===== src/rtl/pao_regs.svh =====
// Register offsets, field positions and codes of the phase accumulator oscillator.
`ifndef PAO_REGS_SVH
`define PAO_REGS_SVH

`define PAO_OFF_CTRL     8'h00
`define PAO_OFF_CLK      8'h04
`define PAO_OFF_ACCL     8'h08
`define PAO_OFF_ACCH     8'h0C
`define PAO_OFF_ACCU     8'h10
`define PAO_OFF_INCL     8'h14
`define PAO_OFF_INCH     8'h18
`define PAO_OFF_INCU     8'h1C
`define PAO_OFF_STAT     8'h20
`define PAO_OFF_ROUTE    8'h24

`define PAO_CTRL_EN      7
`define PAO_CTRL_OUT     5
`define PAO_CTRL_POL     4
`define PAO_CTRL_PFM     0
`define PAO_CLK_PWS      7:5
`define PAO_CLK_CKS      2:0
`define PAO_STAT_FLAG    0
`define PAO_ROUTE_PIN    0

`define PAO_BYTE_L       7:0
`define PAO_BYTE_H       15:8
`define PAO_BYTE_U       19:16
`define PAO_NIB          3:0
`define PAO_CARRY_BIT    20
`define PAO_RST_BYTE     8'h00
`define PAO_RST_WORD     20'h00000
`define PAO_RST_DATA     32'h00000000
`define PAO_RD_PAD       24'h000000

`define PAO_CKS_SYS      3'h0
`define PAO_CKS_HF       3'h1
`define PAO_CKS_LC1      3'h2
`define PAO_CKS_LC2      3'h3
`define PAO_CKS_LC3      3'h4
`define PAO_CKS_LC4      3'h5
`define PAO_CKS_RSV      3'h6

`endif


===== src/rtl/pao_pkg.sv =====
// Types shared by the phase accumulator oscillator design.
package pao_pkg;
  typedef logic [19:0] pao_word_type;
  typedef logic [7:0]  pao_byte_type;
  typedef logic [7:0]  pao_addr_type;
  typedef logic [31:0] pao_data_type;
  typedef enum logic [1:0] {
    PAO_LD_IDLE  = 2'h0,
    PAO_LD_ARMED = 2'h1,
    PAO_LD_FIRST = 2'h3
  } pao_load_state_type;
endpackage


===== src/rtl/pao_clk_sel.sv =====
// Input clock source selector and rising edge detector of the oscillator.
`timescale 1ns/100ps
`include "pao_regs.svh"

module pao_clk_sel (
  // Clock and reset.
  input  wire logic       clk,
  input  wire logic       rst,
  // Source selection.
  input  wire logic [2:0] clock_source_select,
  input  wire logic       sys_osc,
  input  wire logic       internal_hf_osc,
  input  wire logic       logic_cell1_output,
  input  wire logic       logic_cell2_output,
  input  wire logic       logic_cell3_output,
  input  wire logic       logic_cell4_output,
  // One-cycle enable on each rising edge of the selected source.
  output logic            tick
);
  import pao_pkg::*;

  logic level_ff;
  logic nxt_level;
  logic prev_ff;
  logic nxt_prev;

  // Reserved codes select a constant low, so they never produce a tick.
  always_comb begin
    case (clock_source_select)  // [RULE_09]
      `PAO_CKS_SYS: nxt_level = sys_osc;  // [RULE_17]
      `PAO_CKS_HF:  nxt_level = internal_hf_osc;
      `PAO_CKS_LC1: nxt_level = logic_cell1_output;
      `PAO_CKS_LC2: nxt_level = logic_cell2_output;
      `PAO_CKS_LC3: nxt_level = logic_cell3_output;
      `PAO_CKS_LC4: nxt_level = logic_cell4_output;
      default:      nxt_level = 1'b0;
    endcase
    nxt_prev = level_ff;
  end

  always_ff @(posedge clk or posedge rst) begin
    if (rst) begin
      level_ff <= 1'b0;
      prev_ff  <= 1'b0;
    end else begin
      level_ff <= nxt_level;
      prev_ff  <= nxt_prev;
    end
  end

  // Switching the source may produce one extra tick; software should do it while disabled.
  assign tick = level_ff && !prev_ff;

  property p_rsv_quiet;
    @(posedge clk) disable iff (rst)
    (clock_source_select >= `PAO_CKS_RSV) [*3] |-> !tick;
  endproperty
  a_rsv_quiet: assert property (p_rsv_quiet) else $error("Reserved source gave a tick.");  // [RULE_17]
endmodule


===== src/rtl/pao_osc.sv =====
// Phase accumulator oscillator: APB registers, accumulator, shaping and output stage.
//
// Summary of operation
// RULE_01 - A 20-bit accumulator is read and written as low, high and upper bytes.
// RULE_02 - Each selected clock edge, accumulator becomes accumulator plus buffered increment.
// RULE_03 - The carry of that addition is the raw overflow pulse.
// RULE_04 - The 20-bit increment sits in low, high and upper read/write bytes.
// RULE_05 - Software writes upper and high increment bytes before the low byte.
// RULE_06 - Enabled: a low byte write loads the buffer on the second following edge.
// RULE_07 - The increment is double buffered; the buffer is hidden from software.
// RULE_08 - Disabled: the buffer loads straight after any increment write.
// RULE_09 - A three-bit field picks one of six input clock sources.
// RULE_10 - Fixed duty mode toggles the output on every overflow.
// RULE_11 - Pulse mode bit clear selects fixed duty, set selects pulse frequency.
// RULE_12 - Pulse mode drives output active after overflow for the chosen periods.
// RULE_13 - The polarity bit sets the active and inactive output levels.
// RULE_14 - Software keeps the pulse width below the overflow period.
// RULE_15 - Every accumulator overflow raises an interrupt event.
// RULE_16 - The shaped output goes to other peripherals and optionally a pin.
// RULE_17 - Source codes: 0 system, 1 fast internal, 2-5 logic cells, 6-7 reserved.
// RULE_18 - Pulse width is two to the width field power input periods.
// RULE_19 - Reset clears every register of the block to zero.
// RULE_20 - Software clears the overflow flag; hardware only sets it.
// RULE_21 - Disabled: accumulation stops and the output holds its inactive level.
// RULE_22 - Polarity bit set inverts output; a status bit shows the output value.
`timescale 1ns/100ps
`include "pao_regs.svh"

module pao_osc (
  // Clock and reset.
  input  wire logic                  clk,
  input  wire logic                  rst,
  // APB slave.
  input  wire logic                  psel,
  input  wire logic                  penable,
  input  wire logic                  pwrite,
  input  wire pao_pkg::pao_addr_type paddr,
  input  wire pao_pkg::pao_data_type pwdata,
  output pao_pkg::pao_data_type      prdata,
  output logic                       pready,
  output logic                       pslverr,
  // Input clock sources.
  input  wire logic                  sys_osc,
  input  wire logic                  internal_hf_osc,
  input  wire logic                  logic_cell1_output,
  input  wire logic                  logic_cell2_output,
  input  wire logic                  logic_cell3_output,
  input  wire logic                  logic_cell4_output,
  // Oscillator outputs.
  output logic                       nco_out,
  output logic                       pin_out,
  output logic                       pin_out_en,
  output logic                       overflow_event,
  output logic                       overflow_irq_flag
);
  import pao_pkg::*;

  logic               en_ff, nxt_en;
  logic               pol_ff, nxt_pol;
  logic               pfm_ff, nxt_pfm;
  logic               route_ff, nxt_route;
  logic [2:0]         pws_ff, nxt_pws;
  logic [2:0]         cks_ff, nxt_cks;
  pao_word_type       inc_ff, nxt_inc;
  pao_word_type       acc_ff, nxt_acc;
  pao_word_type       incbuf_ff, nxt_incbuf;
  pao_load_state_type ld_ff, nxt_ld;
  logic               flag_ff, nxt_flag;
  logic               event_ff, nxt_event;
  logic               q_ff, nxt_q;
  logic               pulse_ff, nxt_pulse;
  logic [6:0]         wcnt_ff, nxt_wcnt;
  logic               out_ff, nxt_out;
  pao_data_type       prdata_ff, nxt_prdata;
  logic               wr_acc;
  logic               rd_setup;
  logic               acc_wr;
  logic               incl_wr;
  logic               sync_tick;
  logic               carry;
  logic [20:0]        sum;

  function automatic logic pao_mapped(input pao_addr_type a);
    case (a)
      `PAO_OFF_CTRL, `PAO_OFF_CLK, `PAO_OFF_ACCL, `PAO_OFF_ACCH, `PAO_OFF_ACCU,
      `PAO_OFF_INCL, `PAO_OFF_INCH, `PAO_OFF_INCU, `PAO_OFF_STAT,
      `PAO_OFF_ROUTE: pao_mapped = 1'b1;
      default:        pao_mapped = 1'b0;
    endcase
  endfunction

  // Active time less one, in input clock periods.
  function automatic logic [6:0] pao_width_m1(input logic [2:0] sel);
    logic [7:0] len;
    len = 8'h01 << sel;
    pao_width_m1 = 7'(len - 8'h01);
  endfunction

  pao_clk_sel u_clk_sel (
    .clk                 (clk),
    .rst                 (rst),
    .clock_source_select (cks_ff),
    .sys_osc             (sys_osc),
    .internal_hf_osc     (internal_hf_osc),
    .logic_cell1_output  (logic_cell1_output),
    .logic_cell2_output  (logic_cell2_output),
    .logic_cell3_output  (logic_cell3_output),
    .logic_cell4_output  (logic_cell4_output),
    .tick                (sync_tick)
  );

  // Zero-wait slave: read data is captured in the setup cycle.
  assign wr_acc   = psel && penable && pwrite && pao_mapped(paddr);
  assign rd_setup = psel && !penable && !pwrite;
  assign acc_wr   = wr_acc && (paddr == `PAO_OFF_ACCL || paddr == `PAO_OFF_ACCH ||
                               paddr == `PAO_OFF_ACCU);
  assign incl_wr  = wr_acc && (paddr == `PAO_OFF_INCL);
  assign pready   = 1'b1;
  assign pslverr  = psel && penable && !pao_mapped(paddr);
  assign prdata   = prdata_ff;

  always_comb begin
    pao_byte_type b;
    b = `PAO_RST_BYTE;
    case (paddr)
      `PAO_OFF_CTRL: begin
        b[`PAO_CTRL_EN]  = en_ff;
        b[`PAO_CTRL_OUT] = out_ff;  // [RULE_22]
        b[`PAO_CTRL_POL] = pol_ff;
        b[`PAO_CTRL_PFM] = pfm_ff;
      end
      `PAO_OFF_CLK: begin
        b[`PAO_CLK_PWS] = pws_ff;
        b[`PAO_CLK_CKS] = cks_ff;
      end
      `PAO_OFF_ACCL:  b = acc_ff[`PAO_BYTE_L];  // [RULE_01]
      `PAO_OFF_ACCH:  b = acc_ff[`PAO_BYTE_H];
      `PAO_OFF_ACCU:  b[`PAO_NIB] = acc_ff[`PAO_BYTE_U];
      `PAO_OFF_INCL:  b = inc_ff[`PAO_BYTE_L];  // [RULE_04] [RULE_07]
      `PAO_OFF_INCH:  b = inc_ff[`PAO_BYTE_H];
      `PAO_OFF_INCU:  b[`PAO_NIB] = inc_ff[`PAO_BYTE_U];
      `PAO_OFF_STAT:  b[`PAO_STAT_FLAG] = flag_ff;
      `PAO_OFF_ROUTE: b[`PAO_ROUTE_PIN] = route_ff;
      default:        b = `PAO_RST_BYTE;
    endcase
    nxt_prdata = rd_setup ? {`PAO_RD_PAD, b} : prdata_ff;
  end

  always_ff @(posedge clk or posedge rst) begin
    if (rst) begin
      prdata_ff <= `PAO_RST_DATA;
    end else begin
      prdata_ff <= nxt_prdata;
    end
  end

  // Configuration and increment registers.
  always_comb begin
    nxt_en    = en_ff;
    nxt_pol   = pol_ff;
    nxt_pfm   = pfm_ff;
    nxt_route = route_ff;
    nxt_pws   = pws_ff;
    nxt_cks   = cks_ff;
    nxt_inc   = inc_ff;
    if (wr_acc) begin
      case (paddr)
        `PAO_OFF_CTRL: begin
          nxt_en  = pwdata[`PAO_CTRL_EN];
          nxt_pol = pwdata[`PAO_CTRL_POL];
          nxt_pfm = pwdata[`PAO_CTRL_PFM];  // [RULE_11]
        end
        `PAO_OFF_CLK: begin
          nxt_pws = pwdata[`PAO_CLK_PWS];
          nxt_cks = pwdata[`PAO_CLK_CKS];  // [RULE_09]
        end
        `PAO_OFF_INCL:  nxt_inc[`PAO_BYTE_L] = pwdata[`PAO_BYTE_L];  // [RULE_04]
        `PAO_OFF_INCH:  nxt_inc[`PAO_BYTE_H] = pwdata[`PAO_BYTE_L];
        `PAO_OFF_INCU:  nxt_inc[`PAO_BYTE_U] = pwdata[`PAO_NIB];
        `PAO_OFF_ROUTE: nxt_route = pwdata[`PAO_ROUTE_PIN];
        default:        nxt_route = route_ff;
      endcase
    end
  end

  always_ff @(posedge clk or posedge rst) begin
    if (rst) begin  // [RULE_19]
      en_ff    <= 1'b0;
      pol_ff   <= 1'b0;
      pfm_ff   <= 1'b0;
      route_ff <= 1'b0;
      pws_ff   <= 3'h0;
      cks_ff   <= 3'h0;
      inc_ff   <= `PAO_RST_WORD;
    end else begin
      en_ff    <= nxt_en;
      pol_ff   <= nxt_pol;
      pfm_ff   <= nxt_pfm;
      route_ff <= nxt_route;
      pws_ff   <= nxt_pws;
      cks_ff   <= nxt_cks;
      inc_ff   <= nxt_inc;
    end
  end

  // Accumulator, increment buffer and overflow flag.
  assign sum   = {1'b0, acc_ff} + {1'b0, incbuf_ff};  // [RULE_02]
  assign carry = en_ff && sync_tick && sum[`PAO_CARRY_BIT];  // [RULE_03]

  always_comb begin
    nxt_acc    = acc_ff;
    nxt_incbuf = incbuf_ff;
    nxt_ld     = ld_ff;
    nxt_flag   = flag_ff;
    nxt_event  = carry;  // [RULE_15]
    if (en_ff && sync_tick) begin
      nxt_acc = pao_word_type'(sum);  // [RULE_02]
    end
    // A software write wins over an addition in the same cycle for the byte it writes; other bytes take the sum.
    if (acc_wr) begin  // [RULE_01]
      case (paddr)
        `PAO_OFF_ACCL: nxt_acc[`PAO_BYTE_L] = pwdata[`PAO_BYTE_L];
        `PAO_OFF_ACCH: nxt_acc[`PAO_BYTE_H] = pwdata[`PAO_BYTE_L];
        default:       nxt_acc[`PAO_BYTE_U] = pwdata[`PAO_NIB];
      endcase
    end
    if (!en_ff) begin
      nxt_incbuf = inc_ff;  // [RULE_08]
      nxt_ld     = PAO_LD_IDLE;
    end else begin
      case (ld_ff)  // [RULE_06]
        PAO_LD_IDLE:  nxt_ld = PAO_LD_IDLE;
        PAO_LD_ARMED: nxt_ld = sync_tick ? PAO_LD_FIRST : PAO_LD_ARMED;
        PAO_LD_FIRST: begin
          if (sync_tick) begin
            nxt_incbuf = inc_ff;  // [RULE_07]
            nxt_ld     = PAO_LD_IDLE;
          end
        end
        default:      nxt_ld = PAO_LD_IDLE;
      endcase
      if (incl_wr) begin
        nxt_ld = PAO_LD_ARMED;
      end
    end
    if (wr_acc && paddr == `PAO_OFF_STAT && !pwdata[`PAO_STAT_FLAG]) begin
      nxt_flag = 1'b0;
    end
    if (carry) begin
      nxt_flag = 1'b1;  // [RULE_15] [RULE_20]
    end
  end

  always_ff @(posedge clk or posedge rst) begin
    if (rst) begin
      acc_ff    <= `PAO_RST_WORD;
      incbuf_ff <= `PAO_RST_WORD;
      ld_ff     <= PAO_LD_IDLE;
      flag_ff   <= 1'b0;
      event_ff  <= 1'b0;
    end else begin
      acc_ff    <= nxt_acc;
      incbuf_ff <= nxt_incbuf;
      ld_ff     <= nxt_ld;
      flag_ff   <= nxt_flag;
      event_ff  <= nxt_event;
    end
  end

  // Output shaping and polarity; a too-wide pulse simply restarts on the next overflow.
  always_comb begin
    nxt_q     = q_ff;
    nxt_pulse = pulse_ff;
    nxt_wcnt  = wcnt_ff;
    if (!en_ff) begin
      nxt_q     = 1'b0;
      nxt_pulse = 1'b0;
      nxt_wcnt  = 7'h00;
    end else if (carry) begin
      nxt_q     = pfm_ff ? q_ff : !q_ff;  // [RULE_10]
      nxt_pulse = pfm_ff;  // [RULE_12]
      nxt_wcnt  = pao_width_m1(pws_ff);  // [RULE_18] [RULE_14]
    end else if (sync_tick && pulse_ff) begin
      if (wcnt_ff == 7'h00) begin
        nxt_pulse = 1'b0;
      end else begin
        nxt_wcnt = wcnt_ff - 7'h01;
      end
    end
    nxt_out = ((pfm_ff ? pulse_ff : q_ff) && en_ff) ^ pol_ff;  // [RULE_11] [RULE_13] [RULE_21]
  end

  always_ff @(posedge clk or posedge rst) begin
    if (rst) begin
      q_ff     <= 1'b0;
      pulse_ff <= 1'b0;
      wcnt_ff  <= 7'h00;
      out_ff   <= 1'b0;
    end else begin
      q_ff     <= nxt_q;
      pulse_ff <= nxt_pulse;
      wcnt_ff  <= nxt_wcnt;
      out_ff   <= nxt_out;
    end
  end

  assign nco_out           = out_ff;  // [RULE_16]
  assign pin_out           = out_ff;
  assign pin_out_en        = route_ff;
  assign overflow_event    = event_ff;
  assign overflow_irq_flag = flag_ff;

  property p_acc_add;
    @(posedge clk) disable iff (rst)
    (en_ff && sync_tick && !acc_wr) |=> (acc_ff == 20'($past(acc_ff) + $past(incbuf_ff)));
  endproperty
  a_acc_add: assert property (p_acc_add) else $error("Accumulator sum wrong.");  // [RULE_02]

  property p_carry;
    @(posedge clk) disable iff (rst)
    (en_ff && sync_tick && !acc_wr) |=> (overflow_event == (acc_ff < $past(acc_ff)));
  endproperty
  a_carry: assert property (p_carry) else $error("Overflow pulse mismatch.");  // [RULE_03]

  property p_late_load;
    @(posedge clk) disable iff (rst)
    (incl_wr && en_ff && nxt_en) |=> $stable(incbuf_ff);
  endproperty
  a_late_load: assert property (p_late_load) else $error("Buffer loaded too early.");  // [RULE_06]

  property p_second_edge;
    @(posedge clk) disable iff (rst)
    (ld_ff == PAO_LD_FIRST && sync_tick && en_ff) |=> (incbuf_ff == $past(inc_ff));
  endproperty
  a_second_edge: assert property (p_second_edge) else $error("Buffer not loaded.");  // [RULE_06]

  property p_off_load;
    @(posedge clk) disable iff (rst)
    !en_ff |=> (incbuf_ff == $past(inc_ff));
  endproperty
  a_off_load: assert property (p_off_load) else $error("Disabled buffer stale.");  // [RULE_08]

  property p_toggle;
    @(posedge clk) disable iff (rst)
    (carry && !pfm_ff) |=> (q_ff != $past(q_ff)) ##1 (out_ff == (q_ff ^ pol_ff));
  endproperty
  a_toggle: assert property (p_toggle) else $error("Fixed duty did not toggle.");  // [RULE_10]

  property p_pulse;
    @(posedge clk) disable iff (rst)
    (carry && pfm_ff) |=> (pulse_ff && wcnt_ff == pao_width_m1($past(pws_ff)));
  endproperty
  a_pulse: assert property (p_pulse) else $error("Pulse width not loaded.");  // [RULE_18]

  // The output flop follows the polarity seen one cycle earlier, so compare with that value.
  property p_idle_out;
    @(posedge clk) disable iff (rst)
    !en_ff |=> (out_ff == $past(pol_ff));
  endproperty
  a_idle_out: assert property (p_idle_out) else $error("Output not inactive.");  // [RULE_21]

  property p_flag;
    @(posedge clk) disable iff (rst)
    carry |=> (overflow_irq_flag && overflow_event);
  endproperty
  a_flag: assert property (p_flag) else $error("Overflow flag not set.");  // [RULE_15]
endmodule


===== config.mk =====
export PLATFORM = sky130hd
export DESIGN_NAME = pao_osc
export DESIGN_NICKNAME = d
export VERILOG_FILES = /design/src/rtl/pao_pkg.sv /design/src/rtl/pao_clk_sel.sv /design/src/rtl/pao_osc.sv
export VERILOG_INCLUDE_DIRS = /design/src /design/src/rtl
export SDC_FILE = /design/constraint.sdc
export NUM_CORES = 1
export LEC_CHECK = 0
export ABC_CLOCK_PERIOD_IN_PS = 7500
export BUFFER_PORTS_ARGS = -buffer_cell sky130_fd_sc_hd__buf_4
export CAP_MARGIN = 20
export CORE_MARGIN = 4
export CORE_UTILIZATION = 54
export CTS_CLUSTER_SIZE = 20
export DETAILED_ROUTE_END_ITERATION = 10
export PLACE_DENSITY = 0.88
export SETUP_SLACK_MARGIN = 0.05
export SLEW_MARGIN = 20
export SYNTH_ARGS = -nofsm -noshare
export SYNTH_HDL_FRONTEND = slang
export SYNTH_SLANG_ARGS = --single-unit

===== constraint.sdc =====
create_clock -name clk -period 7.5 [get_ports clk]
set_input_delay 1.5 -clock clk [delete_from_list [all_inputs] [get_ports clk]]
set_output_delay 1.5 -clock clk [all_outputs]
set_load 0.005 [all_outputs]

== Yosys cells after proc, flatten, opt, wreduce, memory -nomap -nowiden ==
Index checks and enable logic that the tools add are counted.
W data, S select, Z words.

* Logic and storage cells: 125
* Flip-flop bits (word level): 94
* Output and inout bits: 39
* Input port bits: 51

* Mux-type cells: 36
* Shift operators: 1
* Bitwise operators: 1
* Equal/unequal tests: 24
* Reduce and logical (&&, ||, !) cells: 39
* Add/subtract/negate cells: 3

{| class="wikitable"
|+ Operators by type and width
! cell !! count
|-
| $mux W20 || 5
|-
| $eq A8 B5 Y1 const B || 4
|-
| $mux W7 || 4
|-
| $pmux W1 S6 || 4
|-
| $add A20 B20 Y21 || 1
|-
| $reduce_and A2 Y1 || 10
|-
| $eq A8 B4 Y1 const B || 2
|-
| $eq A8 B6 Y1 const B || 2
|-
| $mux W8 || 2
|-
| $logic_and A1 B1 Y1 || 15
|-
| $pmux W2 S7 || 1
|-
| $sub A7 B1 Y7 const B || 2
|-
| $mux W1 || 11
|-
| $pmux W1 S10 || 1
|-
| $pmux W1 S5 || 2
|-
| $reduce_or A10 Y1 || 1
|-
| $eq A8 B3 Y1 const B || 1
|-
| $logic_not A8 Y1 || 1
|-
| $mux W2 || 4
|-
| $logic_not A7 Y1 || 1
|-
| $shl A1 B3 Y7 const A || 1
|-
| $eq A3 B2 Y1 const B || 2
|-
| $eq A3 B3 Y1 const B || 2
|-
| $logic_not A1 Y1 || 6
|-
| other kinds (15) || 19
|}

== Longest topological paths before layout ==
Gate-level depths: netlist of the first run.

* Depth after elaboration: 8
* Depth in mapped cells: 18
* Gate-level depth less buffers: 16

== Hierarchy ==
From an unflattened synthesis of the first run, not the netlist that was laid out.

* Cell total of the unflattened synthesis: 575
* Area total of the unflattened synthesis: 5,775.5 µm²

{| class="wikitable"
|+ Modules (own cells, without submodules)
! module !! times used !! cells an instance !! seq. area each (µm²) !! area an instance (µm²)
|-
| pao_osc || 1 || 566 || 2,302.2 || 5,664.2
|-
| pao_clk_sel || 1 || 9 || 50.0 || 111.4
|}

== Worst setup path before layout of the first run ==
OpenSTA, ideal clock, no wires.

* Path type: input port to output port
* Start point: input port paddr[1]
* End point: output port pslverr
* Stages: 3
* Path slack: 3,964 ps
* Data required time: 6,000 ps
* Arrival: 2,036 ps
* Buffers on the path: 0
* Cell sequence: nor2_1 > and3_1 > nor2_1

* Longest elaborated chain between the ends: 5
* Elaborated cells on any way between the ends: 14
* Those cells by class: 9 x eq/ne; 1 x mux; 4 x reduce/logical

{| class="wikitable"
|+ RTL lines
! element !! RTL line !! RTL
|-
| start, declared || pao_osc.sv:37 || <nowiki>input wire pao_pkg::pao_addr_type paddr,</nowiki>
|-
| $eq A8 B4 Y1, or another cell as far along || pao_osc.sv:84 || <nowiki>case (a)</nowiki>
|-
| $reduce_or A10 Y1 * || pao_osc.sv:84 ||
|-
| $mux W1 * || pao_osc.sv:84 ||
|-
| $logic_not A1 Y1 * || pao_osc.sv:119 || <nowiki>assign pslverr = psel && penable && !pao_mapped(paddr);</nowiki>
|-
| $logic_and A1 B1 Y1 * || pao_osc.sv:119 ||
|-
| end, declared || pao_osc.sv:41 || <nowiki>output logic pslverr,</nowiki>
|}

Mark *: on every way between the ends. The rest lies on a longest branch, timed or not.

== Final worst setup path of the first run ==
* Start point: register acc_ff[0]
* End point: register wcnt_ff[6]

* Longest elaborated chain between the ends: 4
* Elaborated cells on any way between the ends: 7
* Those cells by class: 1 x add/sub; 2 x eq/ne; 2 x mux; 2 x reduce/logical

{| class="wikitable"
|+ RTL lines
! element !! RTL line !! RTL
|-
| start, declared || pao_osc.sv:65 || <nowiki>pao_word_type acc_ff, nxt_acc;</nowiki>
|-
| start signal, assigned || pao_osc.sv:256 || <nowiki>acc_ff <= `PAO_RST_WORD;</nowiki>
|-
| start signal, assigned || pao_osc.sv:262 || <nowiki>acc_ff <= nxt_acc;</nowiki>
|-
| $add A20 B20 Y21 * || pao_osc.sv:207 || <nowiki>assign sum = {1'b0, acc_ff} + {1'b0, incbuf_ff};</nowiki>
|-
| $logic_and A1 B1 Y1 * || pao_osc.sv:208 || <nowiki>assign carry = en_ff && sync_tick && sum[`PAO_CARRY_BIT];</nowiki>
|-
| $ne A3 B3 Y1 (no source line), or another cell as far along || n/a ||
|-
| $reduce_and A2 Y1 (no source line) / $mux W7 (equally long branches) || n/a ||
|-
| end signal, assigned || pao_osc.sv:302 || <nowiki>wcnt_ff <= nxt_wcnt;</nowiki>
|-
| end, declared || pao_osc.sv:72 || <nowiki>logic [6:0] wcnt_ff, nxt_wcnt;</nowiki>
|}

Marked as above.
A chain may end at the register's enable or synchronous reset.

==> results of run 1 <==
-- final cells by class --
type | count | share of cell area
multi-input cells | 419 | 0.484
flip-flops and latches | 94 | 0.392
repair buffers | 44 | 0.0551
well taps | 133 | 0.0277
clock buffers | 9 | 0.0206
clock inverters | 7 | 0.0119
inverters | 12 | 0.00813
-- cell families after synthesis --
family | count (synthesis)
simple gates | 146
compound gates | 137
flops | 94
mux | 66
buf+inv | 56
xor+xnor | 23
fa+ha+maj | 22
other cells | 2
-- cell usage in the layout (no fill, tap or decap), drive strengths merged, types with 3 or more instances in the layout --
master  count
a22oi       3
nor2b       3
o21a        5
nor4        3
buf        44
dfrtp      94
o21ai      34
inv        12
a21oi      35
a31oi      10
nor3       17
clkinv      6
nand3      11
o21bai      4
conb       25
mux2i      15
nor2       52
mux2       50
o31ai       3
clkbuf      9
nand2      41
a221oi      5
a21o       12
ha         21
o221ai      3
and3        5
nand3b      3
xnor2      11
a211oi      8
xor2       12
-- registers in the layout (all words and copies together) (netlist names) --
| signal | cells |
|---|---|
| prdata | 8 |
| q_ff | 1 |
| cks_ff | 3 |
| incbuf_ff | 20 |
| acc_ff | 20 |
| ld_ff | 2 |
| pfm_ff | 1 |
| u_clk_sel.prev_ff | 1 |
| en_ff | 1 |
| wcnt_ff | 7 |
| nco_out | 1 |
| u_clk_sel.level_ff | 1 |
| pws_ff | 3 |
| inc_ff | 20 |
| overflow_event | 1 |
| pin_out_en | 1 |
| overflow_irq_flag | 1 |
| pol_ff | 1 |
| pulse_ff | 1 |
-- final timing paths --
kind / start / endpoint / slack (ns) / cells past startpoint
max: acc_ff[0]$_DFF_PP0_ / wcnt_ff[6]$_DFFE_PP0P_ / 3.03 / 15
min: u_clk_sel.level_ff$_DFF_PP0_ / u_clk_sel.prev_ff$_DFF_PP0_ / 0.38 / 0
max reg2reg: acc_ff[0]$_DFF_PP0_ / wcnt_ff[6]$_DFFE_PP0P_ / 3.03 / 15
min reg2reg: u_clk_sel.level_ff$_DFF_PP0_ / u_clk_sel.prev_ff$_DFF_PP0_ / 0.38 / 0
max in group asynchronous: rst / incbuf_ff[8]$_DFFE_PP0P_ / 5.16 / 3
min in group asynchronous: rst / wcnt_ff[1]$_DFFE_PP0P_ / 1.14 / 2
-- power breakdown --
group	switching (mW)	internal, mW	leakage (nW)
Combinational	0.0821	0.0593	1.52
Sequential	0.0207	0.529	1.22
Clock	0.190	0.155	0.104
-- cell usage after synthesis, types with 2 or more instances --
master | count | area, µm²
sky130_fd_sc_hd__nor3_2 | 4 | 40.0
sky130_fd_sc_hd__a21o_1 | 12 | 90.1
sky130_fd_sc_hd__a22oi_1 | 3 | 22.5
sky130_fd_sc_hd__a221oi_1 | 5 | 43.8
sky130_fd_sc_hd__nand3_1 | 11 | 55.1
sky130_fd_sc_hd__nand2b_1 | 2 | 12.5
sky130_fd_sc_hd__buf_4 | 26 | 195
sky130_fd_sc_hd__a211oi_2 | 2 | 25.0
sky130_fd_sc_hd__o211ai_1 | 2 | 15.0
sky130_fd_sc_hd__nand2_1 | 41 | 154
sky130_fd_sc_hd__o21ai_1 | 2 | 10.0
sky130_fd_sc_hd__o2111ai_1 | 2 | 17.5
sky130_fd_sc_hd__a211oi_1 | 6 | 45.0
sky130_fd_sc_hd__inv_1 | 10 | 37.5
sky130_fd_sc_hd__a21oi_1 | 35 | 175
sky130_fd_sc_hd__a222oi_1 | 2 | 20.0
sky130_fd_sc_hd__mux2_2 | 50 | 563
sky130_fd_sc_hd__dfrtp_1 | 94 | 2350
sky130_fd_sc_hd__nor4_1 | 3 | 18.8
sky130_fd_sc_hd__nand3b_1 | 3 | 22.5
sky130_fd_sc_hd__conb_1 | 2 | 7.51
sky130_fd_sc_hd__o21ai_2 | 2 | 17.5
sky130_fd_sc_hd__o21bai_1 | 4 | 30.0
sky130_fd_sc_hd__and3_1 | 5 | 31.3
sky130_fd_sc_hd__nand4b_1 | 2 | 17.5
sky130_fd_sc_hd__o21a_1 | 5 | 37.5
sky130_fd_sc_hd__clkbuf_1 | 14 | 52.6
sky130_fd_sc_hd__o31ai_1 | 2 | 15.0
sky130_fd_sc_hd__xnor2_1 | 11 | 96.3
sky130_fd_sc_hd__o21ai_0 | 30 | 150
sky130_fd_sc_hd__nor2b_1 | 3 | 18.8
sky130_fd_sc_hd__a31oi_1 | 10 | 62.6
sky130_fd_sc_hd__nor2_1 | 51 | 191
sky130_fd_sc_hd__o221ai_1 | 3 | 26.3
sky130_fd_sc_hd__nor3b_1 | 2 | 15.0
sky130_fd_sc_hd__nor3_1 | 13 | 65.1
sky130_fd_sc_hd__mux2i_1 | 15 | 150
sky130_fd_sc_hd__o22ai_1 | 2 | 12.5
sky130_fd_sc_hd__xor2_1 | 12 | 105
sky130_fd_sc_hd__ha_1 | 21 | 263
-- critical path, delay by kind of cell, from the launching register on --
family / cells / cell delay [ns]
compound gates: 7 / 2.09
fa+ha+maj: 3 / 1.10
simple gates: 4 / 0.56
flops: 1 / 0.42
xor+xnor: 1 / 0.22
-- metrics by stage --
step	area (µm²)	hold slack, ns
final	6000	0.384
after CTS	6000	0.381
after detailed placement	5800	0.359
after global routing	6000	0.411
after floorplan	5590	0.347
after global placement	5800	0.351
-- layer usage --
layer | share of wire | wire length [µm] | global-route usage
met5 | 0 | 0 | 0
met4 | 0.026 | 354 | 0.0784
met3 | 0.092 | 1270 | 0.0521
met2 | 0.48 | 6710 | 0.390
met1 | 0.40 | 5530 | 0.310
==> out/summary.md, run 1 <==
Setup repair after global routing left no endpoint under its margin. In the routed layout, each cell is associated on average with a via count of 6.20. The count of nets left with antenna violations after detail routing was 0.

The tools report the number of failing hold endpoints at the final stage as 0. The sum of overflow across all layers after global routing is 0, and the count of endpoints failing setup in the final report is 0. The clock network latency to the later pin of the worst-skew pair is 0.38 ns, and the quantity of I/O buffers inserted on ports is 40. The first TritonRoute pass finished after 6 iterations.

The finished layout holds 718 standard cells, fillers aside. In this run the static leakage power is 2.84 nW. The logs give 0.123 mV for the highest ir drop seen on vdd and 4.77 ns for the arrival time of data at the critical path endpoint.

The buffer count from post-CTS setup fixing is 0. The final period utilization came out at 0.597. The cell that appears most often on the critical path is sky130_fd_sc_hd__ha_1. Via count of the first global-routing pass: 4256. The worst min-delay path category was flip-flop to flip-flop.

The summed negative setup slack over all endpoints is 0 ns, and the overall die height is 109 µm. Once placement completed, the tool counted placed cells totaling 702. Clock tree synthesis inserted a total of 9 buffers. The tools report the post-synthesis cell count as 546.

The logs give 67 for the maximum number of pins on one net before global-route repair and 13.9 mm for the overall routed net length. After detailed routing, the average wire length per cell comes to 19.3 µm. In this design, the stage delay of the slowest critical-path cell is 0.67 ns. STA classifies the critical path startpoint as a flip-flop. Category of the critical setup timing path: flip-flop to flip-flop.

The run gives 3 as the deepest level of the CTS H-tree. The critical path endpoint category was a flip-flop. Routability-driven placement finished with a final weighted congestion of 0.918. By area, the combinational part of the netlist is dominated by compound AO/OA/AOI/OAI gates. The initial core utilization was 0.558; the maximum clock skew at final layout was 0.0136 ns. The longest clock path from root to sink contains 2 buffers. For the worst setup path, the data required time is 7.79 ns.

The maximum fanout along the worst path came out at 18. Summed over all nets, the half-perimeter wirelength after detailed placement is 10.1 mm. The global-route wire length before repair was 21.6 mm; the number of warnings reported in the yosys synthesis log was 0. Storage element area: 2350 µm².

Measured along the x axis, the die boundary spans 109 µm. In the final design database the tool counted 653 nets. Master cell of the clock root buffer: sky130_fd_sc_hd__clkbuf_8. 90 I/O pins were placed.

In the final layout, the multi-input gates occupy 2910 µm². Dividing the synthesized area by the synthesized cell count gives 10.1 µm². The post-synthesis adder-cell area fraction was 0.0514; the number of distinct library cells after synthesis was 62.

In this run, post-CTS repair resized a total of 0 instances. The run gives 0.270 as the worst slew margin relative to its limit. The die covers 11900 µm². The number of flip-flops and latches in the synthesized netlist is 94. For this design, the CTS-stage hold fixing added 0 buffers.

The share of cell area taken by muxes after synthesis works out to 0.134. The initialized floorplan defines 36 standard-cell rows. The tool flagged a number of max-cap violations equal to 0. The cell area after technology mapping is 5500 µm². The area growth from synthesis to layout is 9.03%. CTS saw 94 sinks. The post-synthesis share of cell area spent on and, or, nand and nor gates is 0.125, and the final count of pins violating max slew is 0. The clock period could shrink to 4.47 ns. The routed layout has 4453 vias. The slowest stage cell on the critical path is sky130_fd_sc_hd__o22a_1.

The post-placement setup slack was 3.13 ns. The fraction of the mapped netlist area in compound gates was 0.165. TritonCTS built the clock tree. Flip-flop cell with the highest count after synthesis: sky130_fd_sc_hd__dfrtp_1. The share of the core filled with cells was 0.608; the proportion of layout cells with a drive suffix above 1 was 0.214. For the pin with the worst max-slew slack, the measured transition is 1.09 ns. The xor/xnor cell area share of the yosys netlist is 0.0366, and the number of diodes is 0. The timing-limited maximum frequency was 223 MHz; the clock-pin slew of the registers on the worst-case setup and hold paths was 0.09 ns. Counting the fill cells in the layout gives 781. The run gives 1.04 mW as the overall power consumption.

The power per standard cell area was 173 nW/µm²; the area of the placeable core was 9860 µm². The share of synthesized flip-flops with an asynchronous set or reset is 1.00, and the number of enable flip-flop cells after synthesis is 0. The run gives 476 as the number of violations reported at the end of detailed-routing iteration 0. The flow ran to the end, and the final reports show no timing, DRC or antenna violations. The logs give 0.427 for the post-synthesis sequential area ratio and 0 for the number of DRC violations after detailed routing. The global routing usage summed across all routing layers was 0.237.

Walking the worst path, the cells encountered are ha_1 > fa_1 > a211oi_2 > nor3_2 > o32ai_2 > o21ai_2 > o31ai_4 > o22a_1 > nor4_1 > a21oi_1 > ha_1 > nand4b_1 > xnor2_1 > nand3_1 > o21ai_0. The initial antenna violation count came out at 0. The tools report the post-route worst setup slack as 3.03 ns.
No activity file was read; power rests on OpenSTA's default activity.
==> run 2, diff against run 1 <==
--- a/config.mk
+++ b/config.mk
@@ -6,11 +6,12 @@
 export SDC_FILE = /design/constraint.sdc
 export NUM_CORES = 1
 export LEC_CHECK = 0
-export ABC_CLOCK_PERIOD_IN_PS = 7500
+export ABC_AREA = 1
+export ABC_CLOCK_PERIOD_IN_PS = 3900
 export BUFFER_PORTS_ARGS = -buffer_cell sky130_fd_sc_hd__buf_4
 export CAP_MARGIN = 20
 export CORE_MARGIN = 4
-export CORE_UTILIZATION = 54
+export CORE_UTILIZATION = 52
 export CTS_CLUSTER_SIZE = 20
 export DETAILED_ROUTE_END_ITERATION = 10
 export PLACE_DENSITY = 0.88
==> constraint.sdc (replaced) <==
create_clock -name clk -period 3.9 [get_ports clk]
set_input_delay 0.78 -clock clk [delete_from_list [all_inputs] [get_ports clk]]
set_output_delay 0.78 -clock clk [all_outputs]
set_load 0.005 [all_outputs]
==> out/summary.md, run 2 <==
For the timing-limited maximum frequency, the log shows 340 MHz. Critical path endpoint category: a flip-flop. The detail route stage leaves a number of antenna-violating nets equal to 0.

The tools report the master cell of the clock root buffer as sky130_fd_sc_hd__clkbuf_16. The tools report the global-route wire length before repair as 25.6 mm. The run gives 0.244 as the global routing usage summed across all routing layers.

Clock-pin slew was measured on the worst setup and hold paths at 0.07 ns. Setup violations remaining at the end of the flow were counted as 0. The share of total power in the clock network is 0.461. Category of the critical setup timing path: flip-flop to flip-flop.

The run gives 959 as the number of placed cells counting well taps. For the share of total power in combinational logic, the log shows 0.050. The maximum number of pins on one net before global-route repair was 35.

Dividing the detail-routed wire length by the instance count gives 16.3 µm. Arrival time of data at the critical path endpoint: 3.18 ns. The logs give 0.00393 ns for the maximum clock skew at final layout and 0 ns for the summed negative setup slack over all endpoints. Dividing the detail-routed via count by the number of cells gives 5.67.

The clock tree synthesis step divided the H-tree into 3 levels. Of all nets on the critical path, the largest fanout is 13. Sorting the synthesized cells by area gives the leading types as sky130_fd_sc_hd__dfrtp_1, sky130_fd_sc_hd__nand2_1, sky130_fd_sc_hd__inv_1.

The tools report the final count of pins violating max slew as 0. The analysis attributes to net switching a power of 459 µW. The final period utilization is 0.755, and the overall routed net length is 15.9 mm. The run finished with clean final reports.

The initial antenna violation count is 0, and the clock network latency to the later pin of the worst-skew pair is 0.34 ns. After global routing the overflow that remains totals 0. The run gives 789 as the post-synthesis cell count. Proportion of layout cells with a drive suffix above 1: 0.138. The largest registers in the layout are acc_ff (20), inc_ff (20), incbuf_ff (20). For the number of warnings reported in the yosys synthesis log, the log shows 0.

The number of violations reported at the end of detailed-routing iteration 0 came out at 403. The detailed router placed 5528 vias in this run. Site row count: 38.

At the worst endpoint, the required time is 4.14 ns. For the design internal power, the log shows 1.56 mW. The biggest area consumer among synthesized cells is sky130_fd_sc_hd__dfrtp_1. For the pin with the worst max-slew slack, the measured transition is 1.08 ns. The power per standard cell area was 303 nW/µm²; the width of the chip was 115 µm.

Setup repair after global routing left no endpoint under its margin. The library cells used most frequently in the layout, excluding fill and tap cells, are sky130_fd_sc_hd__nand2_1, sky130_fd_sc_hd__dfrtp_1, sky130_fd_sc_hd__inv_1. No sink is reached through more buffers than the 2 on the longest clock path. The number of clock buffers inserted by TritonCTS was 9; the fraction of power spent switching nets was 0.228. The number of failing hold endpoints at the final stage is 0.

STA classifies the critical path startpoint as a flip-flop. The overall die height works out to 115 µm. In this run the standard cell core region covers 11100 µm².

The number of flip-flops and latches in the synthesized netlist is 94. Counting every sink on the clock net gives 94. After synthesis, the most frequently instantiated cells are sky130_fd_sc_hd__nand2_1, sky130_fd_sc_hd__dfrtp_1, sky130_fd_sc_hd__inv_1.

For the floorplan die area, the log shows 13300 µm². The logs give 0.209 mV for the highest ir drop seen on vdd and 0 for the hold-fix buffer count after cts. Area growth from synthesis to final layout: 11.0%. The post-synthesis sequential area ratio is 0.393, and the mean post-synth cell area is 7.59 µm². The initial core utilization is 0.541. sky130_fd_sc_hd__nand2_1 is the most common cell in the netlist. TritonCTS built the clock tree.

In this run the count of I/O pins placed on the die edge is 90. The share of synthesized flip-flops with an asynchronous set or reset works out to 1.00. Most common cell after layout, fill and taps aside: sky130_fd_sc_hd__nand2_1. At the end of routability-driven placement, the weighted congestion stood at 0.984. The first-pass detailed-route iteration total is 7, and the via count of the first global-routing pass is 5238.

The buffer count from post-CTS setup fixing was 0. The worst min-delay path category is flip-flop to flip-flop. In the routed design, unresolved DRC markers number 0.

The post-cts gate resize count is 0. The worst slew margin relative to its limit was 0.277; the number of diodes was 0. In this run the tool buffered the top-level ports with 40 buffer cells. The top cell type's share of synthesized area is 0.393. The flip-flop cell with the highest count after synthesis was sky130_fd_sc_hd__dfrtp_1.

The final layout contains 903 nets. The run gives 0 as the max capacitance violation total. The logs give 52 for the number of distinct library cells after synthesis and 0.490 for the sequential group share of total power. The time the worst path needs with I/O delays and setup came out at 2.94 ns. The finished layout holds 975 standard cells, fillers aside. In this run the cell area of the synthesized design comes to 5990 µm². The number of enable flip-flop cells after synthesis was 0; the total leakage power was 3.44 nW. Once detailed placement completed, the half-perimeter wirelength came to 12.1 mm.
-- run 2: cell count changes after synthesis, moves of 8 or more --
cell	delta
sky130_fd_sc_hd__inv_1	+84
sky130_fd_sc_hd__a21o_1	-10
sky130_fd_sc_hd__mux2_2	-36
sky130_fd_sc_hd__mux2i_1	-15
sky130_fd_sc_hd__xor2_1	-10
sky130_fd_sc_hd__o21ai_1	+15
sky130_fd_sc_hd__clkbuf_1	-11
sky130_fd_sc_hd__o22ai_1	+8
sky130_fd_sc_hd__nand2_1	+162
sky130_fd_sc_hd__nand3_1	+25
sky130_fd_sc_hd__o21ai_0	+35
sky130_fd_sc_hd__a31oi_1	-9
-- run 2: stage by stage --
| stage | power, mW | utilization | instance area, µm² | hold WS, ns | setup slack, ns |
|---|---|---|---|---|---|
| 3_5_place_dp | 1.11 | 0.572 | 6330 | 0.376 | 1.03 |
| 5_1_grt | 2.08 | 0.601 | 6650 | 0.405 | 0.765 |
| 4_1_cts | 2.02 | 0.601 | 6650 | 0.387 | 1.01 |
| 6_report | 2.02 | 0.601 | 6650 | 0.386 | 0.956 |
| 2_1_floorplan | 1.07 | - | 6080 | 0.354 | 0.671 |
| 3_3_place_gp | 1.11 | 0.572 | 6330 | 0.360 | 1.06 |
-- run 2: layout make-up --
| type | count | area, µm² |
|---|---|---|
| flip-flops and latches | 94 | 2350 |
| multi-input cells | 574 | 3060 |
| inverters | 105 | 399 |
| repair buffers | 46 | 345 |
| clock inverters | 5 | 65.1 |
| well taps | 140 | 175 |
| fillers | 967 | 4430 |
| clock buffers | 11 | 253 |
-- run 2: cells by family after synthesis --
family,share of synthesized area
fa+ha+maj,0.0472
simple gates,0.246
compound gates,0.165
mux,0.0263
buf+inv,0.111
xor+xnor,0.0102
flops,0.393
other cells,0.00125
-- run 2: path summary, 6_finish.rpt --
path                                         startpoint                      endpoint  slack, ns  cells after the start
setup / recovery                    acc_ff[0]$_DFF_PP0_        wcnt_ff[4]$_DFFE_PP0P_       0.96                     15
hold / removal             u_clk_sel.level_ff$_DFF_PP0_   u_clk_sel.prev_ff$_DFF_PP0_       0.39                      0
setup reg to reg                    acc_ff[0]$_DFF_PP0_        wcnt_ff[4]$_DFFE_PP0P_       0.96                     15
hold reg to reg            u_clk_sel.level_ff$_DFF_PP0_   u_clk_sel.prev_ff$_DFF_PP0_       0.39                      0
max in group asynchronous                           rst          acc_ff[11]$_DFF_PP0_       2.68                      3
min in group asynchronous                           rst  u_clk_sel.level_ff$_DFF_PP0_       0.43                      2
-- run 2: power groups by stage --
stage	logic (mW)	registers [mW]	clock network (mW)
finish	0.100	0.988	0.930
global route	0.113	0.988	0.978
CTS	0.101	0.988	0.930
detailed placement	0.100	1.01	0
global placement	0.0989	1.01	0
floorplan	0.0654	1.00	0
-- run 2: layer usage --
layer,part of all wire,global-route usage
met1,0.42,0.317
met2,0.47,0.401
met3,0.075,0.0416
met4,0.034,0.111
met5,0,0
-- run 2: critical path, stage by stage, from the launching register on --
cell and delay [ns]:
sky130_fd_sc_hd__dfrtp_1 0.39, sky130_fd_sc_hd__ha_1 0.27, sky130_fd_sc_hd__fa_1 0.45, sky130_fd_sc_hd__nand2_1 0.12, sky130_fd_sc_hd__o21ai_2 0.13, sky130_fd_sc_hd__nand3_2 0.13
sky130_fd_sc_hd__nand3_4 0.15, sky130_fd_sc_hd__nand2_4 0.20, sky130_fd_sc_hd__nand2_1 0.07, sky130_fd_sc_hd__nand2_1 0.11, sky130_fd_sc_hd__ha_1 0.18, sky130_fd_sc_hd__inv_1 0.04
sky130_fd_sc_hd__nor2_1 0.31, sky130_fd_sc_hd__nand3_1 0.12, sky130_fd_sc_hd__nand3_1 0.10, sky130_fd_sc_hd__o21ai_1 0.06
==> run 3, diff against run 2 <==
--- a/config.mk
+++ b/config.mk
@@ -7,14 +7,14 @@
 export NUM_CORES = 1
 export LEC_CHECK = 0
 export ABC_AREA = 1
-export ABC_CLOCK_PERIOD_IN_PS = 3900
+export ABC_CLOCK_PERIOD_IN_PS = 2800
 export BUFFER_PORTS_ARGS = -buffer_cell sky130_fd_sc_hd__buf_4
 export CAP_MARGIN = 20
 export CORE_MARGIN = 4
-export CORE_UTILIZATION = 52
+export CORE_UTILIZATION = 54
 export CTS_CLUSTER_SIZE = 20
 export DETAILED_ROUTE_END_ITERATION = 10
-export PLACE_DENSITY = 0.88
+export PLACE_DENSITY = 0.87
 export SETUP_SLACK_MARGIN = 0.05
 export SLEW_MARGIN = 20
 export SYNTH_ARGS = -nofsm -noshare
==> constraint.sdc (replaced) <==
create_clock -name clk -period 2.8 [get_ports clk]
set_input_delay 0.56 -clock clk [delete_from_list [all_inputs] [get_ports clk]]
set_output_delay 0.56 -clock clk [all_outputs]
set_load 0.005 [all_outputs]
==> out/summary.md, run 3 (synthesized netlist as in run 2, its figures left out) <==
The critical path goes through ha_1 > fa_1 > nand2_2 > o21ai_2 > nand3_2 > nand3_4 > nand2_4 > nand2_1 > nand2_1 > ha_1 > inv_1 > nor2_4 > nand3_1 > nand3_1 > o21ai_1. Clock tree synthesis found a total of 94 sinks. The HPWL after detailed placement was 12.0 mm; the number of diodes was 0.

The category of the critical setup timing path was flip-flop to flip-flop. Leaving out fill and tap cells, the most frequent cell in the layout is sky130_fd_sc_hd__nand2_1. The number of ports placed on the die boundary was 90.

Among all stages on the critical path, the largest delay is contributed by sky130_fd_sc_hd__dfrtp_1. The worst slew margin relative to its limit is 0.629, and the routed length per instance is 16.0 µm. The buffer depth of the longest clock path was 2; the initial core utilization was 0.553. The via count of the first global-routing pass is 5069. The tools report the post-placement setup slack as 0.132 ns. The worst setup path is captured at a flip-flop. Global-route wire length before repair: 25.4 mm.

Adding up every negative setup slack in the final design gives 0 ns. For this run the aggregate overflow at the end of global routing stands at 0. The initial antenna violation count was 0; the width of the chip was 113 µm.

In the final design database the tool counted 913 nets. The run gives 0 as the number of failing hold endpoints at the final stage. The top cell types in the final layout, fill and taps aside, are sky130_fd_sc_hd__nand2_1, sky130_fd_sc_hd__dfrtp_1, sky130_fd_sc_hd__inv_1. For the hold-fix buffer count after cts, the log shows 0. In this run the critical register-to-register path is captured at wcnt_ff[4]$_DFFE_PP0P_. Post-route worst setup slack: 0.279 ns. After routing the design area is 6710 µm². After clock tree synthesis, the clock-pin slew on the worst setup and hold paths is 0.11 ns. Across the VDD grid, the largest voltage drop is 0.342 mV.

Nature of the critical path startpoint: a flip-flop. TritonCTS built the clock tree. The flow ran to the end, and the final reports show no timing, DRC or antenna violations. The worst stage delay on the critical path was 0.41 ns.

The tools report the final non-filler cell total as 985. The maximum fanout along the worst path is 8. The worst min-delay path category was primary input to async pin. The logs give 9 for the number of clock buffers inserted by TritonCTS and 0.0199 ns for the maximum clock skew at final layout. The final period utilization works out to 0.901. The total leakage power came out at 3.45 nW. The deepest level of the CTS H-tree is 3, and the floorplan die area is 12800 µm².

After filler insertion, the fill cell instance count of the layout stands at 952. Summed over all layers, the routed wires come to 15.8 mm. For the pin with the worst max-slew slack, the measured transition is 0.553 ns. The max capacitance violation total was 0. The overall die height was 113 µm; the global routing usage summed across all routing layers was 0.249. Setup violations remaining at the end of the flow were counted as 0.

Data on the critical path is required at its endpoint by 3.05 ns. The logs give 6400 µm² for the post-place instance area and 59 for the maximum number of pins on one net before global-route repair. For this block, the initial DRC count from the detailed router was 472.

For the count of nets left with antenna violations after detail routing, the log shows 0. The post-detailed-route via-to-cell ratio came out at 5.44. The run gives 0.984 as the placer congestion estimate. The pre-antenna-repair detailed-routing pass consisted of 5 iterations.

The proportion of layout cells with a drive suffix above 1 was 0.159; the number of placed cells counting well taps was 966. On the final layout, the worst hold slack is 0.154 ns. The reg-to-reg critical path startpoint was acc_ff[0]$_DFF_PP0_. The worst register-to-register path has a depth of 15. Input and output buffers added on the ports amount to 40. The run gives 0.28 ns as the reg2reg setup slack. The power per standard cell area was 377 nW/µm²; the arrival time of data at the critical path endpoint was 2.77 ns.

Site row count: 38. Setup repair after global routing left no endpoint under its margin. For the final count of pins violating max slew, the log shows 0. The tools report the master cell of the clock root buffer as sky130_fd_sc_hd__clkbuf_8. The largest registers in the layout are acc_ff (20), inc_ff (20), incbuf_ff (20).

Number of vias after detailed routing: 5360. Based on the critical path, the design can be clocked at up to 397 MHz. Counting I/O delays and the setup requirement, the final critical path takes 2.52 ns.

In the routed design, unresolved DRC markers number 0. Clock latency on the worst-skew pair, taken at its later pin, is 0.37 ns. From synthesis to final layout, the design area changed by 12.1%. The area of the placeable core came out at 10800 µm².
run 3: cell types whose count changed in the layout (fill, tap and decap cells not counted), moves of 2 or more:
cell | previous run | this run
sky130_fd_sc_hd__clkinv_2 | 0 | 2
sky130_fd_sc_hd__buf_4 | 46 | 55
sky130_fd_sc_hd__clkinv_4 | 0 | 2
sky130_fd_sc_hd__clkbuf_8 | 2 | 9
sky130_fd_sc_hd__ha_2 | 0 | 2
sky130_fd_sc_hd__ha_4 | 0 | 4
sky130_fd_sc_hd__clkbuf_16 | 9 | 0
sky130_fd_sc_hd__ha_1 | 21 | 15
run 3: power breakdown:
part,total (mW),switching [mW],internal (mW)
registers,1.38,0.00839,1.37
logic,0.142,0.0871,0.0551
clock network,1.02,0.508,0.507
run 3: how the worst max path moves through the flow:
stage / start / endpoint / depth (start not counted)
3_5_place_dp: acc_ff[0]$_DFF_PP0_ / wcnt_ff[4]$_DFFE_PP0P_ / 15
4_1_cts: acc_ff[0]$_DFF_PP0_ / wcnt_ff[4]$_DFFE_PP0P_ / 15
5_1_grt: acc_ff[0]$_DFF_PP0_ / wcnt_ff[4]$_DFFE_PP0P_ / 15
2_1_floorplan: acc_ff[0]$_DFF_PP0_ / wcnt_ff[4]$_DFFE_PP0P_ / 16
6_report: acc_ff[0]$_DFF_PP0_ / wcnt_ff[4]$_DFFE_PP0P_ / 15
3_3_place_gp: incbuf_ff[0]$_DFFE_PP0P_ / wcnt_ff[4]$_DFFE_PP0P_ / 15
run 3: timing repair:
| action | CTS | global route |
|---|---|---|
| setup buffers | 0 | 3 |
| endpoints found under the setup margin | 0 | 3 |
| gates resized for setup | 0 | 10 |
run 3: routing by layer:
layer / routed length, µm / GRT usage
met1: 6660 / 0.332
met5: 0 / 0
met3: 1120 / 0.0444
met2: 7490 / 0.402
met4: 485 / 0.100
run 3: per-stage QoR:
stage	power, mW	utilization
final	2.53	0.619
after global routing	2.61	0.619
after CTS	2.54	0.611
after detailed placement	1.54	0.590
after global placement	1.54	0.590
after floorplan	1.49	-
run 3: cell type report:
cell class	count	area (µm²)	area share
clock buffers	9	124	0.0185
clock inverters	7	96.3	0.0144
inverters	105	400	0.0596
multi-input cells	574	3130	0.467
flip-flops and latches	94	2350	0.350
well taps	140	175	0.0261
repair buffers	56	433	0.0645
run 3: worst max-delay path: cells and delay by family, from the launching register on:
family | cells | cell delay [ns]
compound gates | 2 | 0.14
flops | 1 | 0.41
simple gates | 9 | 0.94
fa+ha+maj | 3 | 0.84
buf+inv | 1 | 0.08
